==> src/core/sbl_pkg.sv <==
// constants and types shared by the serial boot loader
package sbl_pkg;
    // ************************************************************
    // link timing
    // ************************************************************
    localparam int CLK_HZ = 250_000_000;
    localparam int BAUD_DEFAULT = 7812;
    localparam int BIT_CYC = CLK_HZ / BAUD_DEFAULT;
    localparam int HALF_DIV = 2;
    localparam int CNT_W = 16;
    localparam int CHAR_BITS = 10;
    localparam int DATA_BITS = 8;
    localparam int IDLE_CHARS = 4;
    localparam int IDLE_BITS = IDLE_CHARS * CHAR_BITS;
    localparam int IDLE_W = 6;
    localparam int BIT_W = 4;

    // ************************************************************
    // download sizes
    // ************************************************************
    localparam int FIXED_LEN_BYTES = 256;
    localparam int RAM_BYTES_DEF = 512;
    localparam int ADDR_W = 11;
    localparam int FIFO_DEPTH = 8;

    // ************************************************************
    // characters and jump targets
    // ************************************************************
    localparam logic [7:0] CHAR_ZERO = 8'h00;
    localparam logic [7:0] CHAR_SYNC = 8'h55;
    localparam logic [7:0] CHAR_RATE = 8'hFF;
    localparam logic [15:0] EE_START = 16'hB600;
    localparam logic [15:0] RAM_START = 16'h0;

    // boot sequence, gray along break-wait-load-flush-jump
    typedef enum logic [2:0] {
        SBL_BREAK = 3'b000,
        SBL_WAIT = 3'b001,
        SBL_LOAD = 3'b011,
        SBL_FLUSH = 3'b010,
        SBL_JUMP = 3'b110
    } sbl_state_t;
endpackage

==> src/core/sbl_boot_loader.sv <==
// serial boot loader: receive fifo and boot sequence top
`timescale 1ns/10ps
`default_nettype none
// Functional notes
// - first char zero or break jumps to erasable memory start, no download.
// - first char hex 55 jumps to RAM start; host sends at default rate.
// - variable length, rate char alone ends load after four chars, RAM jump.
// - line idle four character times ends variable-length download.
// - fixed-length download is exactly 256 data bytes after rate char.
// - idle detect armed only after rate char; wait forever before it.
// - receiver starts only on high-to-low edge; stuck-low line gives nothing.
// - one break character is transmitted when the sequence starts.
// - transmit pin is open drain: pulls low, never drives high.
// - received bytes are programmed into on-chip memory.
// - each byte written to memory is also sent back to the host over the link.
// - serial receive, transmit and pins enabled before first char.
// - every download byte below the ram limit that enters the fifo is echoed back on transmit.

// ****************************************************************
// receive fifo
// ****************************************************************
module sbl_fifo #(
    parameter int WIDTH = 8,
    parameter int DEPTH = 8
) (
    // clock and reset
    input wire logic ref_clk,
    input wire logic reset_n,
    // fill side
    input wire logic in_valid,
    output logic in_ready,
    input wire logic [WIDTH-1:0] in_data,
    // drain side
    output logic out_valid,
    input wire logic out_ready,
    output logic [WIDTH-1:0] out_data
);
    localparam int PW = $clog2(DEPTH);
    typedef struct packed {
        logic [PW:0] wr;
        logic [PW:0] rd;
    } sbl_fifo_t;
    sbl_fifo_t q_reg;
    sbl_fifo_t q_next;
    logic [WIDTH-1:0] mem [DEPTH];
    logic push;
    logic pop;

    // full when pointers differ only in the wrap bit
    assign in_ready = !((q_reg.wr[PW] != q_reg.rd[PW]) &&
                        (q_reg.wr[PW-1:0] == q_reg.rd[PW-1:0]));
    assign out_valid = (q_reg.wr != q_reg.rd);
    assign out_data = mem[q_reg.rd[PW-1:0]];
    assign push = in_valid && in_ready;
    assign pop = out_valid && out_ready;

    // pointer update
    always_comb begin
        q_next = q_reg;
        if (push) begin
            q_next.wr = q_reg.wr + 1'b1;
        end
        if (pop) begin
            q_next.rd = q_reg.rd + 1'b1;
        end
    end

    // storage is written without reset, it holds data only
    always_ff @(posedge ref_clk) begin
        if (push) begin
            mem[q_reg.wr[PW-1:0]] <= in_data;
        end
    end

    always_ff @(posedge ref_clk or negedge reset_n) begin
        if (!reset_n) begin
            q_reg <= '0;
        end else begin
            q_reg <= q_next;
        end
    end
endmodule // sbl_fifo

// ****************************************************************
// boot sequence top
// ****************************************************************
module sbl_boot_loader #(
    parameter int BIT_CYCLES = sbl_pkg::BIT_CYC,
    parameter bit FIXED_LEN = 1'b0,
    parameter int LOAD_LEN = sbl_pkg::FIXED_LEN_BYTES,
    parameter int RAM_BYTES = sbl_pkg::RAM_BYTES_DEF
) (
    // clock and reset
    input wire logic ref_clk,
    input wire logic reset_n,
    // serial pins
    input wire logic rxd_in,
    output logic txd_out,
    output logic txd_oe,
    // serial unit owns the pins
    output logic serial_en,
    // ram write port
    output logic ram_we,
    output logic [sbl_pkg::ADDR_W-1:0] ram_addr,
    output logic [7:0] ram_wdata,
    // jump request and status
    output logic jump_valid,
    output logic [15:0] jump_addr,
    output logic load_overrun
);
    localparam logic [15:0] BIT_C = 16'(BIT_CYCLES - 1);
    localparam logic [15:0] HALF_C = 16'(BIT_CYCLES / sbl_pkg::HALF_DIV);
    localparam logic [3:0] LAST_BIT = 4'(sbl_pkg::CHAR_BITS - 1);
    localparam logic [5:0] IDLE_END = 6'(sbl_pkg::IDLE_BITS);
    localparam logic [10:0] LEN_C = 11'(LOAD_LEN);
    localparam logic [10:0] RAM_C = 11'(RAM_BYTES);

    typedef struct packed {
        sbl_pkg::sbl_state_t st;
        logic s1;
        logic s2;
        logic high;
        logic rx_busy;
        logic [15:0] rx_cnt;
        logic [3:0] rx_bit;
        logic [7:0] rx_sh;
        logic rx_valid;
        logic rx_brk;
        logic [7:0] rx_data;
        logic tx_busy;
        logic [15:0] tx_cnt;
        logic [3:0] tx_bit;
        logic [9:0] tx_sh;
        logic txd_oe;
        logic [15:0] idle_cnt;
        logic [5:0] idle_bits;
        logic armed;
        logic [10:0] count;
        logic [10:0] wr_idx;
        logic ram_we;
        logic [10:0] ram_addr;
        logic [7:0] ram_wdata;
        logic jump_valid;
        logic [15:0] jump_addr;
        logic serial_en;
        logic overrun;
    } sbl_regs_t;

    sbl_regs_t q_reg;
    sbl_regs_t q_next;
    logic f_in_valid;
    logic f_in_ready;
    logic f_out_valid;
    logic f_out_ready;
    logic [7:0] f_out_data;

    // bytes wait here while the echo of an earlier one is still shifting
    sbl_fifo #(.WIDTH(sbl_pkg::DATA_BITS), .DEPTH(sbl_pkg::FIFO_DEPTH)) u_fifo (
        .ref_clk(ref_clk),
        .reset_n(reset_n),
        .in_valid(f_in_valid),
        .in_ready(f_in_ready),
        .in_data(q_reg.rx_data),
        .out_valid(f_out_valid),
        .out_ready(f_out_ready),
        .out_data(f_out_data)
    );

    // accept while loading and below the ram limit
    assign f_in_valid = q_reg.rx_valid && (q_reg.st == sbl_pkg::SBL_LOAD) &&
                        (q_reg.count < RAM_C);
    // drain only when the transmitter is free, so echo stalls the fifo
    assign f_out_ready = !q_reg.tx_busy && !q_reg.ram_we;

    // ************************************************************
    // next state
    // ************************************************************
    always_comb begin
        q_next = q_reg;
        q_next.rx_valid = 1'b0;
        q_next.ram_we = 1'b0;
        q_next.s1 = rxd_in;
        q_next.s2 = q_reg.s1;
        // line must be seen high before a start edge counts
        if (q_reg.s2) begin
            q_next.high = 1'b1;
        end
        if (!q_reg.rx_busy) begin
            if (q_reg.high && !q_reg.s2) begin
                q_next.rx_busy = 1'b1;
                q_next.high = 1'b0;
                q_next.rx_cnt = HALF_C;
                q_next.rx_bit = '0;
            end
        end else if (q_reg.rx_cnt != '0) begin
            q_next.rx_cnt = q_reg.rx_cnt - 1'b1;
        end else begin
            q_next.rx_cnt = BIT_C;
            q_next.rx_bit = q_reg.rx_bit + 1'b1;
            if (q_reg.rx_bit == '0) begin
                q_next.rx_busy = !q_reg.s2; // false start aborts
            end else if (q_reg.rx_bit == LAST_BIT) begin
                q_next.rx_busy = 1'b0;
                q_next.rx_valid = 1'b1;
                q_next.rx_data = q_reg.rx_sh;
                q_next.rx_brk = !q_reg.s2 && (q_reg.rx_sh == sbl_pkg::CHAR_ZERO);
            end else begin
                q_next.rx_sh = {q_reg.s2, q_reg.rx_sh[7:1]};
            end
        end
        // transmitter: pin only ever pulled low
        if (q_reg.tx_busy) begin
            if (q_reg.tx_cnt != '0) begin
                q_next.tx_cnt = q_reg.tx_cnt - 1'b1;
            end else begin
                q_next.tx_cnt = BIT_C;
                q_next.tx_sh = {1'b1, q_reg.tx_sh[9:1]};
                q_next.tx_bit = q_reg.tx_bit + 1'b1;
                if (q_reg.tx_bit == LAST_BIT) begin
                    q_next.tx_busy = 1'b0;
                end
            end
        end
        q_next.txd_oe = q_next.tx_busy && !q_next.tx_sh[0];
        // echo and store each byte as it leaves the fifo
        if (f_out_valid && f_out_ready) begin
            q_next.ram_we = 1'b1;
            q_next.ram_wdata = f_out_data;
            // own write index: count runs ahead while bytes sit queued
            q_next.ram_addr = q_reg.wr_idx;
            q_next.wr_idx = q_reg.wr_idx + 1'b1;
            q_next.tx_busy = 1'b1;
            q_next.tx_cnt = BIT_C;
            q_next.tx_bit = '0;
            q_next.tx_sh = {1'b1, f_out_data, 1'b0};
            q_next.txd_oe = 1'b1;
        end
        if (f_in_valid) begin
            q_next.count = q_reg.count + 1'b1;
            q_next.overrun = q_reg.overrun || !f_in_ready;
        end
        // idle timer counts whole bit times of a high, quiet line
        if (!q_reg.armed || q_reg.rx_busy || !q_reg.s2) begin
            q_next.idle_cnt = BIT_C;
            q_next.idle_bits = '0;
        end else if (q_reg.idle_cnt != '0) begin
            q_next.idle_cnt = q_reg.idle_cnt - 1'b1;
        end else if (q_reg.idle_bits != IDLE_END) begin
            q_next.idle_cnt = BIT_C;
            q_next.idle_bits = q_reg.idle_bits + 1'b1;
        end
        unique case (q_reg.st)
            sbl_pkg::SBL_BREAK: begin
                // ten low bit times, stop bit included
                q_next.serial_en = 1'b1;
                q_next.tx_busy = 1'b1;
                q_next.tx_cnt = BIT_C;
                q_next.tx_bit = '0;
                q_next.tx_sh = '0;
                q_next.txd_oe = 1'b1;
                q_next.st = sbl_pkg::SBL_WAIT;
            end
            sbl_pkg::SBL_WAIT: begin
                // no timeout here, the host may start whenever it likes
                if (q_reg.rx_valid) begin
                    if (q_reg.rx_data == sbl_pkg::CHAR_ZERO) begin
                        q_next.jump_addr = sbl_pkg::EE_START;
                        q_next.st = sbl_pkg::SBL_JUMP;
                    end else if (q_reg.rx_data == sbl_pkg::CHAR_SYNC) begin
                        q_next.jump_addr = sbl_pkg::RAM_START;
                        q_next.st = sbl_pkg::SBL_JUMP;
                    end else if (q_reg.rx_data == sbl_pkg::CHAR_RATE) begin
                        q_next.armed = 1'b1;
                        q_next.st = sbl_pkg::SBL_LOAD;
                    end
                end
            end
            sbl_pkg::SBL_LOAD: begin
                if (FIXED_LEN && q_reg.count == LEN_C) begin
                    q_next.st = sbl_pkg::SBL_FLUSH;
                end else if (!FIXED_LEN && q_reg.idle_bits == IDLE_END) begin
                    q_next.st = sbl_pkg::SBL_FLUSH;
                end
            end
            sbl_pkg::SBL_FLUSH: begin
                // let the last echoes finish before handing over
                if (!f_out_valid && !q_reg.tx_busy && !q_reg.ram_we) begin
                    q_next.jump_addr = sbl_pkg::RAM_START;
                    q_next.st = sbl_pkg::SBL_JUMP;
                end
            end
            sbl_pkg::SBL_JUMP: begin
                q_next.jump_valid = 1'b1;
            end
        endcase
    end

    always_ff @(posedge ref_clk or negedge reset_n) begin
        if (!reset_n) begin
            q_reg <= '0;
        end else begin
            q_reg <= q_next;
        end
    end

    // outputs straight from the state register, except txd_out which is tied low
    assign txd_out = 1'b0;
    assign txd_oe = q_reg.txd_oe;
    assign serial_en = q_reg.serial_en;
    assign ram_we = q_reg.ram_we;
    assign ram_addr = q_reg.ram_addr;
    assign ram_wdata = q_reg.ram_wdata;
    assign jump_valid = q_reg.jump_valid;
    assign jump_addr = q_reg.jump_addr;
    assign load_overrun = q_reg.overrun;
endmodule // sbl_boot_loader
`default_nettype wire

==> config.mk <==
export PLATFORM = sky130hd
export DESIGN_NAME = sbl_boot_loader
export DESIGN_NICKNAME = d
export VERILOG_FILES = /design/src/core/sbl_pkg.sv /design/src/core/sbl_boot_loader.sv
export SDC_FILE = /design/constraint.sdc
export NUM_CORES = 1
export LEC_CHECK = 0
export ABC_AREA = 1
export ABC_CLOCK_PERIOD_IN_PS = 2600
export BUFFER_PORTS_ARGS = -buffer_cell sky130_fd_sc_hd__buf_2
export CELL_PAD_IN_SITES_DETAIL_PLACEMENT = 1
export CELL_PAD_IN_SITES_GLOBAL_PLACEMENT = 1
export CORE_ASPECT_RATIO = 0.5
export CORE_MARGIN = 1.5
export CORE_UTILIZATION = 48
export CTS_CLUSTER_DIAMETER = 80
export DETAILED_ROUTE_END_ITERATION = 10
export GPL_TIMING_DRIVEN = 0
export MAX_ROUTING_LAYER = met4
export PLACE_DENSITY_LB_ADDON = 0.1
export SYNTH_ARGS = -nofsm -noshare
export SYNTH_HDL_FRONTEND = slang
export SYNTH_SLANG_ARGS = --single-unit
==> constraint.sdc <==
create_clock -name ref_clk -period 2.6 [get_ports ref_clk]
set_input_delay 0.39 -clock ref_clk [delete_from_list [all_inputs] [get_ports ref_clk]]
set_output_delay 0.39 -clock ref_clk [all_outputs]
set_load 0.05 [all_outputs]
* Word level (Yosys, flattened, before mapping) *
Memories as Yosys holds them, arrays and structs flattened.
Index checks and enable logic that the tools add are counted.

cells by class
  add/subtract/negate cells = 10
  order comparisons = 1
  equality and inequality tests = 21
  mux-type cells = 39
  bitwise gates (word level) = 5
  reductions and logical operators = 42

operator list
  cell                                                                            number
  16-bit two-way mux                                                              7
  22-bit two-way mux                                                              4
  32-bit two-way mux                                                              2
  16-bit nonzero test                                                             3
  16-bit by 1-bit subtractor with 16-bit output, second input constant            3
  16-bit one-hot mux with 2 select lines                                          1
  31-bit two-way mux                                                              1
  11-bit by 1-bit adder with 11-bit output, second input constant                 2
  21-bit two-way mux                                                              1
  10-bit two-way mux                                                              2
  20-bit two-way mux                                                              1
  18-bit two-way mux                                                              1
  3-bit two-way mux                                                               6
  4-bit by 1-bit adder with 4-bit output, second input constant                   4
  8-bit logical NOT                                                               2
  14-bit two-way mux                                                              1
  3-bit one-hot mux with 4 select lines                                           1
  4-bit AND reduction                                                             3
  1-bit logical AND                                                               11
  11-bit by 10-bit less-than comparator with 1-bit output, second input constant  1
  5-bit AND reduction                                                             2
  1-bit two-way mux                                                               9
  4-bit equality test, second input constant                                      2
  8-bit by 7-bit equality test with 1-bit output, second input constant           1
  26 further kinds                                                                47

word-level totals
  register bits after elaboration = 169
  bits in writable memories = 64
  word-level logic and storage cells = 150
  memories kept = 1

memory list
  memory      words  bits a word  rd ports  clocked after memory_dff  wr ports  line                   RTL
  u_fifo.mem  8      8            1         0                         1         sbl_boot_loader.sv:45  logic [WIDTH-1:0] mem [DEPTH];

* Depth between registers and ports, before layout *
  word-level depth = 8
  depth in mapped cells = 13
  mapped depth without buffers = 11

* Cells and area by module *
Synthesis repeated with hierarchy kept, for this count alone.

second synthesis, totals
  cell total of the unflattened synthesis = 1178
  area total of the unflattened synthesis = 10780.3 um^2

modules (own cells, without submodules)
  module           instances  cells each  area an instance (um^2)  seq. area each (um^2)
  sbl_boot_loader  1          912         7712.4                   3628.5
  sbl_fifo         1          266         3067.9                   2122.0

* Worst setup path after synthesis *
OpenSTA, ideal clock, no wires.

  path type = register -> register
  start = reg q_reg[59] (netlist bit)
  end = mem u_fifo.mem[0][0] (enable)
  library setup time = 0.370 ns
  arrival = 1.587 ns
  required time = 2.230 ns
  path slack = 0.643 ns
  cell stages (with the launch flop) = 8
  buffers on the path = 0
  clock period less this slack = 1.957 ns
  cells stage by stage = dfrtp_1 nor3_1 nand3_1 inv_1 nand2_1 inv_1 nand2_1 nor2_1

between the ends
  word-level cells in the longest chain between the ends = 5

ends and longest elaborated chain
  what                                                     line                    RTL
  start: declaration                                       sbl_boot_loader.sv:149  sbl_regs_t q_reg;
  start signal: assignment                                 sbl_boot_loader.sv:302  q_reg <= q_next;
  11-bit by 10-bit less-than comparator with 1-bit output  sbl_boot_loader.sv:171  (q_reg.count < RAM_C);
  1-bit logical AND                                        sbl_boot_loader.sv:170  assign f_in_valid = q_reg.rx_valid && (q_reg.st == sbl_pkg::SBL_LOAD) &&
  1-bit logical AND                                        sbl_boot_loader.sv:54   assign push = in_valid && in_ready;
  1-bit two-way mux                                        sbl_boot_loader.sv:70   if (push) begin
  1-bit two-way mux (implied by the code)                  sbl_boot_loader.sv:71   mem[q_reg.wr[PW-1:0]] <= in_data;
  end: declaration                                         sbl_boot_loader.sv:45

Every way passes these cells.

* Worst setup path after layout *
  start = reg q_reg[59] (netlist bit)
  end = mem u_fifo.mem[1][6] (enable)

Same word-level chain as after synthesis.

==> impl_summary.log <==
INFO  metric ys_top_cells_by_area = dfrtp_1 36%, edfxtp_1 18%, nand2_1 13%
INFO  metric clock_sinks = 217
INFO  metric die_span_in_y = 108 um
INFO  metric dp.final_hpwl = 17700 um
INFO  metric start_kind = flop
INFO  metric slew_headroom = 0.592
INFO  metric worst_hold_path_type = flop to flop
INFO  metric max_cap_viol_count = 0
INFO  metric clockBufferDepth = 3
INFO  metric die-area = 0.0231 sq mm
INFO  metric clk_lat_worst_skew = 0.51 ns
INFO  metric netlist-cell-type-count = 42
INFO  metric static-leakage-power = 0.00546 uW
INFO  metric grt_remaining_overflow = 0
INFO  metric dieWidth = 213 um
INFO  metric num-nets-final = 1306
INFO  metric cp_cell_sequence = nor3_1 > nand3_1 > inv_1 > nand2_1 > inv_1 > nand2_1 > nor2_2
INFO  metric post_synth_instance_area = 0.0106 sq mm
INFO  metric most_common_cell_after_layout_fill_and_taps_aside = nand2_1
INFO  metric flip_flop_and_latch_area = 0.00575 sq mm
INFO  metric slew_violations = 0
INFO  metric final.min_clock_period = 2.49 ns
INFO  metric vias_per_cell = 5.08
INFO  metric syn_inst = 1219
INFO  metric top_ports = 44
INFO  metric final_layout_size_suffix_gt1_frac = 0.129
INFO  metric tightest_slew = 0.612 ns
INFO  metric multiInputGateArea = 0.00409 sq mm
INFO  metric synth_seq_cells = 217
INFO  metric critPathTopFamily = simple AND/OR/NAND/NOR gates
INFO  metric final_area = 0.0120 sq mm
INFO  metric run_status = finished clean
INFO  metric rsz_0062_raised_after_global_routing = yes
INFO  metric ys_warn_count = 0
INFO  metric finalCritPeriodShare = 0.959
INFO  metric cp_num_buf_inv = 2
INFO  metric tritoncts_clock_tree = built
INFO  metric post_cts_buffers = 0
INFO  metric gp_routability_congestion = 0.841
INFO  metric fillerInstances = 2604
INFO  metric core_area = 0.0217 sq mm
INFO  metric total_power = 7390 uW
INFO  metric worst_ep_arrival_time = 2.65 ns
INFO  metric seq_area_frac_synth = 0.542
INFO  metric power.ir.vdd_worst = 0.429 mV
INFO  metric drtAntennaViolNets = 0
INFO  metric htree_num_levels = 1
INFO  metric critical_path_required = 2.75 ns
INFO  metric rows = 38
INFO  metric path_clk_slew = 0.07 ns
INFO  metric cts_root_buffer_type = clkbuf_16
INFO  metric diodes = 0
INFO  metric synth_largest_area_cell = dfrtp_1
INFO  metric placed_cell_area = 0.0112 sq mm
INFO  metric critical_path.endpoint_type = flop
INFO  metric drt-total-wl = 25500 um
INFO  metric number_of_global_route_vias_before_repair = 8408
INFO  metric final_hold_viol_count = 0
INFO  metric setup.worst_path.class = flop to flop
INFO  metric final.setup_skew = 0.0124 ns
INFO  metric largest_register_ffs = 119
INFO  metric area_growth_syn_to_layout = 13.1%
INFO  metric pin_count_of_the_biggest_net_entering_global_routing = 89
INFO  metric port_buffers = 31
INFO  metric gr-usage-all-layers = 0.237
INFO  metric drt-wirelength-per-cell = 16.0 um
INFO  metric layout.cells.most_common_list = 360 x nand2_1, 153 x dfrtp_1, 139 x nor2_1, 96 x inv_1, 79 x o21ai_0
INFO  metric start_util = 0.490
INFO  metric synthDominantCellAreaShare = 0.361
INFO  metric syn-mean-instance-area = 8.71 sq um
INFO  metric drc_errors = 0
INFO  metric timing.critical_path.slowest_cell_delay = 0.44 ns
INFO  metric worstPathMaxFanout = 8
INFO  metric timing.final.setup_violations = 0
INFO  metric grt_first_pass_wirelength = 42100 um
INFO  metric max_clock_freq = 401 MHz
INFO  metric antenna_violations_before_repair = 0
INFO  metric cts_buffers = 21
INFO  metric detail_route.first_pass.iterations = 4
INFO  metric cellPowerDensity = 615 mW/mm^2
INFO  metric critical_path.slowest_cell = nor2_2
INFO  metric vias = 8116
INFO  metric detail_route.iter0.violations = 378
[kinds of logic (layout without fill, tap and decap cells)]
group,Yosys count,after routing,synth area share
flip-flops,217,217,0.542
buffers and inverters,168,237,0.0797
other,1,12,0.000353
adder cells (fa/ha/maj),16,16,0.0189
XOR/XNOR,50,50,0.0412
AND/OR/NAND/NOR,637,637,0.252
AO/OA/AOI/OAI,130,130,0.0659
[timing repair]
item	in CTS	in global routing
resized for setup	0	10
hold buffers	2	0
setup endpoints to repair	32	64
hold endpoints to repair	66	0
gates cloned	0	0
[Yosys cell counts (all sizes together)]
| library cell | count |
|---|---|
| inv | 104 |
| nand4 | 14 |
| nand2 | 366 |
| nand3 | 68 |
| nor2 | 157 |
| xnor2 | 10 |
| or2 | 5 |
| a21oi | 13 |
| nand3b | 3 |
| dfrtp | 153 |
| a21o | 1 |
| o22ai | 5 |
| nor3 | 23 |
| conb | 1 |
| o21ai | 101 |
| clkbuf | 6 |
| o21bai | 5 |
| nor3b | 1 |
| xor2 | 40 |
| ha | 16 |
| a31o | 1 |
| edfxtp | 64 |
| a21boi | 1 |
| buf | 58 |
| a41o | 1 |
| o31ai | 2 |
[worst reg2reg max path, cell delays in order, from the launching register on]
cell	delay, ns
dfrtp_1	0.39
nor3_1	0.26
nand3_1	0.24
inv_1	0.24
nand2_1	0.11
inv_1	0.19
nand2_1	0.27
nor2_2	0.44
[cell type report]
type	instances	area share
Timing Repair Buffer	34	0.0177
Tap cell	300	0.0313
Buffer	64	0.0377
Clock inverter	9	0.0126
Clock buffer	26	0.0480
Multi-Input combinational cell	845	0.341
Inverter	104	0.0327
Sequential cell	217	0.479
[stage by stage]
step           utilization  instances  setup TNS (ns)  hold slack, ns  setup WS (ns)
5_1_grt              0.554       1599           -5.32           0.359         -0.145
2_1_floorplan            -       1230               0          0.0944          0.643
3_5_place_dp         0.518       1562               0           0.341         0.0458
3_3_place_gp         0.516       1561         -194.62           0.336          -1.29
6_report             0.554       1599               0           0.353          0.106
4_1_cts              0.552       1599           -1.48           0.356        -0.0600
[path summary, 6_finish.rpt]
kind                                             from                    endpoint  slack, ns  depth (start not counted)
worst max-delay path            q_reg[59]$_DFFE_PN0P_  u_fifo.mem[1][6]$_DFFE_PP_       0.11                          7
worst max register to register  q_reg[59]$_DFFE_PN0P_  u_fifo.mem[1][6]$_DFFE_PP_       0.11                          7
worst min-delay path            q_next[156]$_DFF_PN0_        q_reg[156]$_DFF_PN0_       0.35                          0
min in group asynchronous                     reset_n     ram_addr[7]$_DFFE_PN0P_       0.42                          2
worst min register to register  q_next[156]$_DFF_PN0_        q_reg[156]$_DFF_PN0_       0.35                          0
max in group asynchronous                     reset_n      q_reg[152]$_DFFE_PN0P_       1.35                          3
[where the power goes]
part           internal, uW  switching [uW]
Combinational           143             251
Clock                  1970            1320
Sequential             3600             110
[per-layer routing]
metal / global-route usage / vias up / routed length [um]
met1: 0.303 / 3991 / 12000
li1: - / 3989 / -
met4: 0.0533 / 0 / 569
met3: 0.0372 / 45 / 669
met2: 0.401 / 91 / 12300
met5: - / - / 0
No activity file was read; power rests on OpenSTA's default activity.
